===== src/inc/afc_pkg.sv =====
// Purpose: Shared constants for the amplifier/filter parameter command engine
// Assumes: 32-bit Avalon-MM register bus, 40 MHz clock
// Notes:   Float range limits are parameters of the top module
package afc_pkg;

  // ****************************************
  // Command codes
  // ****************************************
  localparam logic [7:0] CMD_SETUP                   = 8'h00;
  localparam logic [7:0] CMD_GET_LOWPASS_CORNER      = 8'h01;
  localparam logic [7:0] CMD_GET_HIGHPASS_CORNER     = 8'h02;
  localparam logic [7:0] CMD_GET_AMPLIFICATION       = 8'h03;
  localparam logic [7:0] CMD_GET_INPUT_COUPLING      = 8'h04;
  localparam logic [7:0] CMD_GET_FILTER_CLOCK_SELECT = 8'h05;
  localparam logic [7:0] CMD_GET_PACER_OUTPUT        = 8'h06;
  localparam logic [7:0] CMD_GET_CHANNEL_LABEL_NUM   = 8'h07;
  localparam logic [7:0] CMD_GET_LABEL_CHAR          = 8'h08;
  localparam logic [7:0] CMD_GET_LOWPASS_KIND        = 8'h09;
  localparam logic [7:0] CMD_GET_HIGHPASS_KIND       = 8'h0A;
  localparam logic [7:0] CMD_GET_UNIT_SERIAL         = 8'h0B;
  localparam logic [7:0] CMD_GET_VARIANT_CODE        = 8'h0C;
  localparam logic [7:0] CMD_GET_FIRMWARE_VERSION    = 8'h0D;
  localparam logic [7:0] CMD_SET_LOWPASS_CORNER      = 8'h0E;
  localparam logic [7:0] CMD_SET_HIGHPASS_CORNER     = 8'h0F;
  localparam logic [7:0] CMD_SET_AMPLIFICATION       = 8'h10;
  localparam logic [7:0] CMD_SET_INPUT_COUPLING      = 8'h11;

  // ****************************************
  // Register byte offsets
  // ****************************************
  localparam logic [3:0] ADDR_CMD    = 4'h0; // Write: command code, starts command
  localparam logic [3:0] ADDR_IN     = 4'h4; // Host to unit word
  localparam logic [3:0] ADDR_OUT    = 4'h8; // Unit to host word
  localparam logic [3:0] ADDR_STATUS = 4'hC; // Setup done in bit 1; bit 0 always reads zero

  // ****************************************
  // Status codes, fields, limits
  // ****************************************
  localparam logic [31:0] ST_OK       = 32'h0000_0000;
  localparam logic [31:0] ST_LP_RANGE = 32'h0000_0001;
  localparam logic [31:0] ST_HP_RANGE = 32'h0000_0002;
  localparam logic [31:0] ST_GN_RANGE = 32'h0000_0003;
  localparam logic [31:0] WORD_ZERO   = 32'h0000_0000;
  localparam logic [3:0]  GAIN_MAX_OLD = 4'hA;    // Up to 2000x
  localparam logic [3:0]  GAIN_MAX_NEW = 4'hC;    // Up to 10000x
  localparam logic [3:0]  GAIN_RESET   = 4'h0;
  localparam int          LABEL_LEN    = 16;
  localparam int          LABEL_AW     = 4;
  localparam logic [15:0] LABEL_END    = 16'h0000; // Terminator character

  typedef enum logic [1:0] {
    AFC_IDLE = 2'b00,
    AFC_EXEC = 2'b01,
    AFC_DONE = 2'b11
  } afc_state_t;

endpackage : afc_pkg


===== src/design/afc_float_check.sv =====
// Purpose: Range check of an IEEE single against two bounds
// Assumes: Bounds are positive, finite
// Notes:   Compares bit patterns, valid for non-negative floats
`timescale 1ns/1ps
module afc_float_check
  import afc_pkg::*;
(
  input  wire logic [31:0] value,  // Candidate float
  input  wire logic [31:0] lo,     // Lowest legal float
  input  wire logic [31:0] hi,     // Highest legal float
  output      logic        ok      // Value lies within bounds
);
  // Positive floats order like unsigned integers; a sign bit or NaN fails
  always_comb begin
    ok = !value[31] && (value >= lo) && (value <= hi) && (value[30:23] != 8'hFF);
  end
endmodule : afc_float_check


===== src/design/afc_label_rom.sv =====
// Purpose: Label character store indexed by position
// Assumes: Contents fixed at build time
// Notes:   Past the end the terminator is returned
`timescale 1ns/1ps
module afc_label_rom
  import afc_pkg::*;
#(
  parameter logic [LABEL_LEN*16-1:0] TEXT = '0  // Characters, index 0 in low bits
) (
  input  wire logic [15:0] index,  // Character position
  output      logic [15:0] char_out // Character at position
);
  // Out-of-range positions read the terminator so the host always stops
  always_comb begin
    if (index < 16'(LABEL_LEN)) begin
      char_out = TEXT[index[LABEL_AW-1:0]*16 +: 16];
    end else begin
      char_out = LABEL_END;
    end
  end
endmodule : afc_label_rom


===== src/design/afc_cmd_engine.sv =====
// Purpose: Parameter command interpreter, reads and writes module settings
// Assumes: Host drives Avalon-MM; one command in flight at a time
// Notes:   Writing the command register starts the command; result in OUT
//
// Added by the designer: the Avalon-MM interface to the registers and the placing of the registers.
`timescale 1ns/1ps
// Contract
// - Every value is one 32-bit word
// - Code 1 returns lowpass corner float
// - Code 2 returns highpass corner float
// - Code 3 returns gain index
// - Gain index 0..10, 11-12 newer only
// - Code 4 returns coupling, 0 DC
// - Code 5 returns filter clock source
// - Code 6 returns pacer output enable
// - Code 7 returns channel number, informational
// - Code 8 returns position and character
// - Code 9 returns lowpass kind index
// - Code 10 returns highpass kind index
// - Code 11 returns serial number
// - Code 12 returns variant code
// - Code 13 returns packed major.minor version
// - Code 14 sets lowpass, status 1 bad
// - Code 15 sets highpass, status 2 bad
// - Code 16 sets gain, status 3 bad
// - Code 17 takes coupling from bit 0
module afc_cmd_engine
  import afc_pkg::*;
#(
  parameter logic [31:0] LP_RESET     = 32'h4700_0000, // Lowpass corner at reset
  parameter logic [31:0] HP_RESET     = 32'h3F80_0000, // Highpass corner at reset
  parameter logic [31:0] LP_MIN       = 32'h3F80_0000, // Lowest lowpass corner
  parameter logic [31:0] LP_MAX       = 32'h4843_5000, // Highest lowpass corner
  parameter logic [31:0] HP_MIN       = 32'h3DCC_CCCD, // Lowest highpass corner
  parameter logic [31:0] HP_MAX       = 32'h4620_0000, // Highest highpass corner
  parameter logic        NEW_FIRMWARE = 1'b1,          // Enables gain 11 and 12
  parameter logic [31:0] LP_KIND      = 32'h0000_0004, // Installed lowpass kind
  parameter logic [31:0] HP_KIND      = 32'h0000_0000, // Installed highpass kind
  parameter logic [31:0] SERIAL       = 32'h0000_0001, // Arbitrary value
  parameter logic [31:0] VARIANT      = 32'h0000_0000, // Arbitrary value
  parameter logic [15:0] REV_MAJOR    = 16'h0001,      // Arbitrary value
  parameter logic [15:0] REV_MINOR    = 16'h0000,      // Arbitrary value
  parameter logic [31:0] CHANNEL_NUM  = 32'h0000_0000, // Channel label number
  parameter logic [LABEL_LEN*16-1:0] LABEL = '0        // Label text
) (
  input  wire logic        clk,             // 40 MHz clock
  input  wire logic        reset,           // Synchronous, active high
  input  wire logic [3:0]  address,         // Avalon byte address
  input  wire logic        read,            // Avalon read
  input  wire logic        write,           // Avalon write
  input  wire logic [31:0] writedata,       // Avalon write data
  input  wire logic [3:0]  byteenable,      // Avalon byte enables
  output      logic [31:0] readdata,        // Avalon read data
  output      logic        waitrequest,     // Avalon wait
  output      logic [31:0] lowpass_corner_freq,  // Applied lowpass corner
  output      logic [31:0] highpass_corner_freq, // Applied highpass corner
  output      logic [3:0]  gain_index,      // Applied gain index
  output      logic        ac_coupled,      // 1 = AC coupling
  output      logic        ext_filter_clk,  // 1 = external filter clock
  output      logic        pacer_out_en     // 1 = pacer pin driven
);

  // ****************************************
  // State
  // ****************************************
  typedef struct packed {
    afc_state_t  state;
    logic [7:0]  command_code;
    logic [31:0] host_to_unit_word;
    logic [31:0] unit_to_host_word;
    logic [31:0] lp;
    logic [31:0] hp;
    logic [3:0]  gain;
    logic        coupling;
    logic        clk_sel;
    logic        pacer;
    logic        setup_done;
    logic        ack;
    logic [31:0] rdata;
  } afc_regs_t;

  afc_regs_t r;
  afc_regs_t next_r;
  logic        lp_ok;
  logic        hp_ok;
  logic [15:0] label_char;

  // Gain limit depends on firmware generation
  function automatic logic gain_legal(input logic [31:0] v);
    gain_legal = (v <= 32'(NEW_FIRMWARE ? GAIN_MAX_NEW : GAIN_MAX_OLD));
  endfunction : gain_legal

  // Byte-lane merge for writes
  function automatic logic [31:0] lane_merge(input logic [31:0] old,
                                             input logic [31:0] nw,
                                             input logic [3:0]  be);
    for (int i = 0; i < 4; i++) begin
      lane_merge[i*8 +: 8] = be[i] ? nw[i*8 +: 8] : old[i*8 +: 8];
    end
  endfunction : lane_merge

  afc_float_check u_lp_chk (
    .value (r.host_to_unit_word),
    .lo    (LP_MIN),
    .hi    (LP_MAX),
    .ok    (lp_ok)
  );

  afc_float_check u_hp_chk (
    .value (r.host_to_unit_word),
    .lo    (HP_MIN),
    .hi    (HP_MAX),
    .ok    (hp_ok)
  );

  afc_label_rom #(.TEXT(LABEL)) u_label (
    .index    (r.host_to_unit_word[31:16]),
    .char_out (label_char)
  );

  // ****************************************
  // Next-state logic
  // ****************************************
  // Accesses in idle complete in one wait cycle; any access to any
  // register while busy is held off by waitrequest until idle
  always_comb begin
    next_r       = r;
    next_r.ack   = 1'b0;
    next_r.rdata = WORD_ZERO;
    case (r.state)
      AFC_IDLE: begin
        if ((read || write) && !r.ack) begin
          next_r.ack = 1'b1;
          if (address == ADDR_CMD) begin
            if (write) begin
              next_r.command_code = writedata[7:0];
              next_r.state        = AFC_EXEC;
            end else begin
              next_r.rdata = {24'h00_0000, r.command_code};
            end
          end else if (address == ADDR_IN) begin
            if (write) begin
              next_r.host_to_unit_word = lane_merge(r.host_to_unit_word, writedata,
                                                    byteenable);
            end else begin
              next_r.rdata = r.host_to_unit_word;
            end
          end else if (address == ADDR_OUT) begin
            next_r.rdata = r.unit_to_host_word;
          end else if (address == ADDR_STATUS) begin
            next_r.rdata = {30'h0000_0000, r.setup_done, 1'b0};
          end else begin
            next_r.rdata = WORD_ZERO;          // Unmapped reads zero
          end
        end
      end
      AFC_EXEC: begin
        next_r.state = AFC_DONE;
        case (r.command_code)
          CMD_SETUP: begin
            next_r.setup_done        = 1'b1;
            next_r.unit_to_host_word = ST_OK;
          end
          CMD_GET_LOWPASS_CORNER:      next_r.unit_to_host_word = r.lp;
          CMD_GET_HIGHPASS_CORNER:     next_r.unit_to_host_word = r.hp;
          CMD_GET_AMPLIFICATION:       next_r.unit_to_host_word = 32'(r.gain);
          CMD_GET_INPUT_COUPLING:      next_r.unit_to_host_word = 32'(r.coupling);
          CMD_GET_FILTER_CLOCK_SELECT: next_r.unit_to_host_word = 32'(r.clk_sel);
          CMD_GET_PACER_OUTPUT:        next_r.unit_to_host_word = 32'(r.pacer);
          CMD_GET_CHANNEL_LABEL_NUM:   next_r.unit_to_host_word = CHANNEL_NUM;
          CMD_GET_LABEL_CHAR: begin
            next_r.unit_to_host_word = {r.host_to_unit_word[31:16], label_char};
          end
          CMD_GET_LOWPASS_KIND:        next_r.unit_to_host_word = LP_KIND;
          CMD_GET_HIGHPASS_KIND:       next_r.unit_to_host_word = HP_KIND;
          CMD_GET_UNIT_SERIAL:         next_r.unit_to_host_word = SERIAL;
          CMD_GET_VARIANT_CODE:        next_r.unit_to_host_word = VARIANT;
          CMD_GET_FIRMWARE_VERSION: begin
            next_r.unit_to_host_word = {REV_MAJOR, REV_MINOR};
          end
          CMD_SET_LOWPASS_CORNER: begin
            if (lp_ok) begin
              next_r.lp                = r.host_to_unit_word;
              next_r.unit_to_host_word = ST_OK;
            end else begin
              next_r.unit_to_host_word = ST_LP_RANGE;
            end
          end
          CMD_SET_HIGHPASS_CORNER: begin
            if (hp_ok) begin
              next_r.hp                = r.host_to_unit_word;
              next_r.unit_to_host_word = ST_OK;
            end else begin
              next_r.unit_to_host_word = ST_HP_RANGE;
            end
          end
          CMD_SET_AMPLIFICATION: begin
            if (gain_legal(r.host_to_unit_word)) begin
              next_r.gain              = r.host_to_unit_word[3:0];
              next_r.unit_to_host_word = ST_OK;
            end else begin
              next_r.unit_to_host_word = ST_GN_RANGE;
            end
          end
          CMD_SET_INPUT_COUPLING: begin
            next_r.coupling          = r.host_to_unit_word[0];
            next_r.unit_to_host_word = ST_OK;
          end
          default: next_r.unit_to_host_word = WORD_ZERO; // Unknown codes answer zero
        endcase
      end
      AFC_DONE: begin
        next_r.state = AFC_IDLE;
      end
      default: next_r.state = AFC_IDLE;
    endcase
  end

  // ****************************************
  // Registers
  // ****************************************
  always_ff @(posedge clk) begin
    if (reset) begin
      r            <= '0;
      r.state      <= AFC_IDLE;
      r.lp         <= LP_RESET;
      r.hp         <= HP_RESET;
      r.gain       <= GAIN_RESET;
    end else begin
      r <= next_r;
    end
  end

  // Outputs straight from flip-flops except waitrequest, which gates read and write with ack; ack stays set only one cycle
  always_comb begin
    readdata             = r.rdata;
    waitrequest          = (read || write) && !r.ack;
    lowpass_corner_freq  = r.lp;
    highpass_corner_freq = r.hp;
    gain_index           = r.gain;
    ac_coupled           = r.coupling;
    ext_filter_clk       = r.clk_sel;
    pacer_out_en         = r.pacer;
  end
endmodule : afc_cmd_engine


===== config.mk =====
export PLATFORM = sky130hd
export DESIGN_NAME = afc_cmd_engine
export DESIGN_NICKNAME = d
export VERILOG_FILES = /design/src/inc/afc_pkg.sv /design/src/design/afc_float_check.sv /design/src/design/afc_label_rom.sv /design/src/design/afc_cmd_engine.sv
export SDC_FILE = /design/constraint.sdc
export NUM_CORES = 1
export LEC_CHECK = 0
export ABC_AREA = 1
export BUFFER_PORTS_ARGS = -buffer_cell sky130_fd_sc_hd__buf_2
export CAP_MARGIN = 0
export CORE_ASPECT_RATIO = 0.5
export CORE_MARGIN = 2
export CORE_UTILIZATION = 45
export DETAILED_ROUTE_END_ITERATION = 7
export PLACE_DENSITY_LB_ADDON = 0.3
export SYNTH_ARGS = -nofsm -noshare
export SYNTH_HDL_FRONTEND = slang
export SYNTH_SLANG_ARGS = --single-unit
export TNS_END_PERCENT = 100

===== constraint.sdc =====
create_clock -name clk -period 4.9 [get_ports clk]
set_input_delay 0.49 -clock clk [delete_from_list [all_inputs] [get_ports clk]]
set_output_delay 0.49 -clock clk [all_outputs]
set_load 0.05 [all_outputs]

==> flow_metrics.tcl <==
set metrics [dict create \
    period_minus_slack_ns 2.56 \
    final_cell_count_no_fill 1515 \
    ys.flop_type "dfxtp_1" \
    synth-simple-area-share_pct 27.2 \
    timing.final.crit_share_pct 52.2 \
    rr_worst_depth 11 \
    path_clk_slew_ns 0.07 \
    setup.worst_path.end_class "flop" \
    holdPathStages 3 \
    slew_viol_final 0 \
    worstSetupPathType "reg -> reg" \
    synth_top_family_by_area "simple AND/OR/NAND/NOR gates" \
    path_common_cell "nand2_1" \
    layout_common_cells "nand2_1 (297), nor2_1 (196), dfxtp_1 (177)" \
    final.setup.tns_ns 0 \
    drive_above_1_share_pct 17.7 \
    swShare_pct 25.1 \
    slowest_delay_ns 0.90 \
    dr.pass1.iters 5 \
    syn_inst 1229 \
    p_sw_uw 742 \
    post-route-util_pct 49.7 \
    worst-slew-pin-transition_ns 1.26 \
    rsz0062_at_grt "no" \
    antenna_found_initial 0 \
    routed_wl_um 23400 \
    ctsHoldBuffers 0 \
    final_common_cell "nand2_1" \
    dieArea_um2 20200 \
    cts_tree "yes" \
    synth-compound-area-share_pct 13.5 \
    io_pins 148 \
    detail-route-antenna-nets 0 \
    seq_power_share_pct 49.0 \
    synth_adder_area_share_pct 0 \
    n_antenna_cell 0 \
    synth-edff-count 0 \
    cts_root_buffer "clkbuf_16" \
    synth.distinct_cells 40 \
    syn-mean-instance-area_um2 6.95 \
    cts_setup_buffers 0 \
    cts.sinks 177 \
    hp-class "in -> reg" \
    fmax_mhz 391 \
    drv_cap 0 \
    slew_headroom_pct 15.4 \
    cp_max_fo 59 \
    grt_use_total_pct 23.6 \
    synth-seq-cells 177 \
    power_frac_comb_pct 4.2 \
    synth.cell_area_um2 8540 \
    worstSkewPairLatency_ns 0.43 \
    grt_pass1_wl_um 36900 \
    cts.htree.levels 4 \
    powerDensity_nw_per_um2 322 \
    p_leak_nw 4.37 \
    vias 7653 \
    power_mw 2.96 \
    crit_path_cell_trace "inv_1 -> nand2_1 -> nand3b_1 -> nand3_1 -> nand2_1 -> nand2_1 -> inv_2 -> nand2_2 -> nand2_1 -> nand2_1 -> nor2_1" \
    dp_hpwl_um 16400 \
    fp-row-count 35 \
    nets 1287 \
    status "finished, final reports clean" \
    drtIter0Drc 653 \
    grt_max_degree 60 \
    post-route-drc-count 0 \
    cpMaxStageDelayCell "nand2_2" \
    peakVddDrop_mv 0.241 \
    synthToLayoutAreaGrowth_pct 7.52 \
    io_buffers 145 \
    cp-start-kind "flop" \
    arrival_ns 2.88 \
    wl_per_cell_um 15.4 \
    p_int_mw 2.22 \
    yosysSeqAreaShare_pct 41.5 \
    avgViaCountPerCell 5.05 \
    synth_xor_area_share_pct 0 \
    synthMuxAreaShare_pct 0 \
    grt_pass1_vias 6961 \
    synth-async-reset-ratio_pct 0 \
    die-width_um 199 \
    dieHeight_um 101 \
    core_region_area_um2 18500 \
    fin_skew_ns 0.0140 \
    worstPathRequired_ns 5.22 \
    globalplace.congestion 0.906 \
    start_util_pct 46.2 \
    finalSetupViolCount 0 \
    cts_buffer_depth 2 \
    cts_resized 0 \
    clkPwrFrac_pct 46.9 \
    cts_buffers 17 \
    place_inst 1483 \
    ys_warn_count 0 \
    hold_ws_ns 0.293 \
    grt-ovfl-total 0 \
    finalHoldViolations 0 \
]
==> area by class of cell <==
| class | count | area (um^2) |
|---|---|---|
| Fill cell | 1880 | 9300 |
| Clock inverter | 14 | 161 |
| Tap cell | 259 | 324 |
| Timing Repair Buffer | 148 | 748 |
| Inverter | 128 | 480 |
| Sequential cell | 177 | 3540 |
| Multi-Input combinational cell | 771 | 3480 |
| Clock buffer | 18 | 439 |
==> worst max-delay path, delay by kind of cell (launching register included) <==
| family | cells | cell delay, ns |
|---|---|---|
| buffers and inverters | 2 | 0.21 |
| flip-flops | 1 | 0.55 |
| AND/OR/NAND/NOR | 9 | 1.67 |
==> per-stage QoR <==
step / setup slack, ns / area [um^2]
6_report: 2.34 / 9180
5_1_grt: 2.11 / 9180
3_3_place_gp: 2.40 / 8580
4_1_cts: 2.41 / 9180
3_5_place_dp: 2.34 / 8580
2_1_floorplan: 3.16 / 8540
==> flip-flops by register name (all words and copies together), names as in the netlist <==
| register | flops |
|---|---|
| highpass_corner_freq | 32 |
| readdata | 32 |
| lowpass_corner_freq | 32 |
| ac_coupled | 1 |
| gain_index | 4 |
| r | 76 |
==> cell families (layout without fill, tap and decap cells) <==
logic type      Yosys count  in the layout
simple gates            566            566
buf+inv                 282            308
compound gates          203            203
flops                   177            177
other cells               1              2
==> power groups by stage <==
stage          combinational [mW]  sequential [mW]  clock (mW)
4_1_cts                     0.121             1.45        1.40
3_5_place_dp                0.120             1.48           0
3_3_place_gp                0.119             1.48           0
5_1_grt                     0.133             1.45        1.46
2_1_floorplan              0.0769             1.48           0
6_report                    0.123             1.45        1.39
==> path summary, 6_finish.rpt <==
path                                   to          from  slack (ns)
hold / removal                     r[143]  writedata[6]        0.29
hold reg to reg                    r[176]        r[176]        0.46
setup / recovery  highpass_corner_freq[6]        r[164]        2.34
setup reg to reg  highpass_corner_freq[6]        r[164]        2.34
==> layer usage <==
layer / global-route usage [%] / wire length [um] / up-vias
met5: 0 / 0 / -
met4: 5.86 / 217 / 0
met3: 4.66 / 1750 / 21
met2: 35.3 / 9960 / 274
met1: 34.8 / 11500 / 3563
li1: - / - / 3795
==> Yosys cell counts (2+ instances only) <==
master | count | area share, %
a211oi_1 | 5 | 0.44
a21oi_1 | 89 | 5.2
a22oi_1 | 13 | 1.1
buf_2 | 20 | 1.2
buf_4 | 105 | 9.2
buf_6 | 5 | 0.66
clkbuf_1 | 23 | 1.0
dfxtp_1 | 177 | 42
inv_1 | 115 | 5.1
inv_2 | 12 | 0.53
nand2_1 | 297 | 13
nand2_2 | 4 | 0.29
nand3_1 | 27 | 1.6
nand4_1 | 7 | 0.51
nor2_1 | 196 | 8.6
nor2_2 | 8 | 0.59
nor2_4 | 5 | 0.66
nor3_1 | 13 | 0.76
nor3_2 | 2 | 0.23
o211ai_1 | 5 | 0.44
o211ai_2 | 4 | 0.59
o21ai_0 | 60 | 3.5
o21ai_1 | 2 | 0.12
o221ai_1 | 2 | 0.21
o22ai_1 | 18 | 1.3
Power figures use the tool's default switching activity.
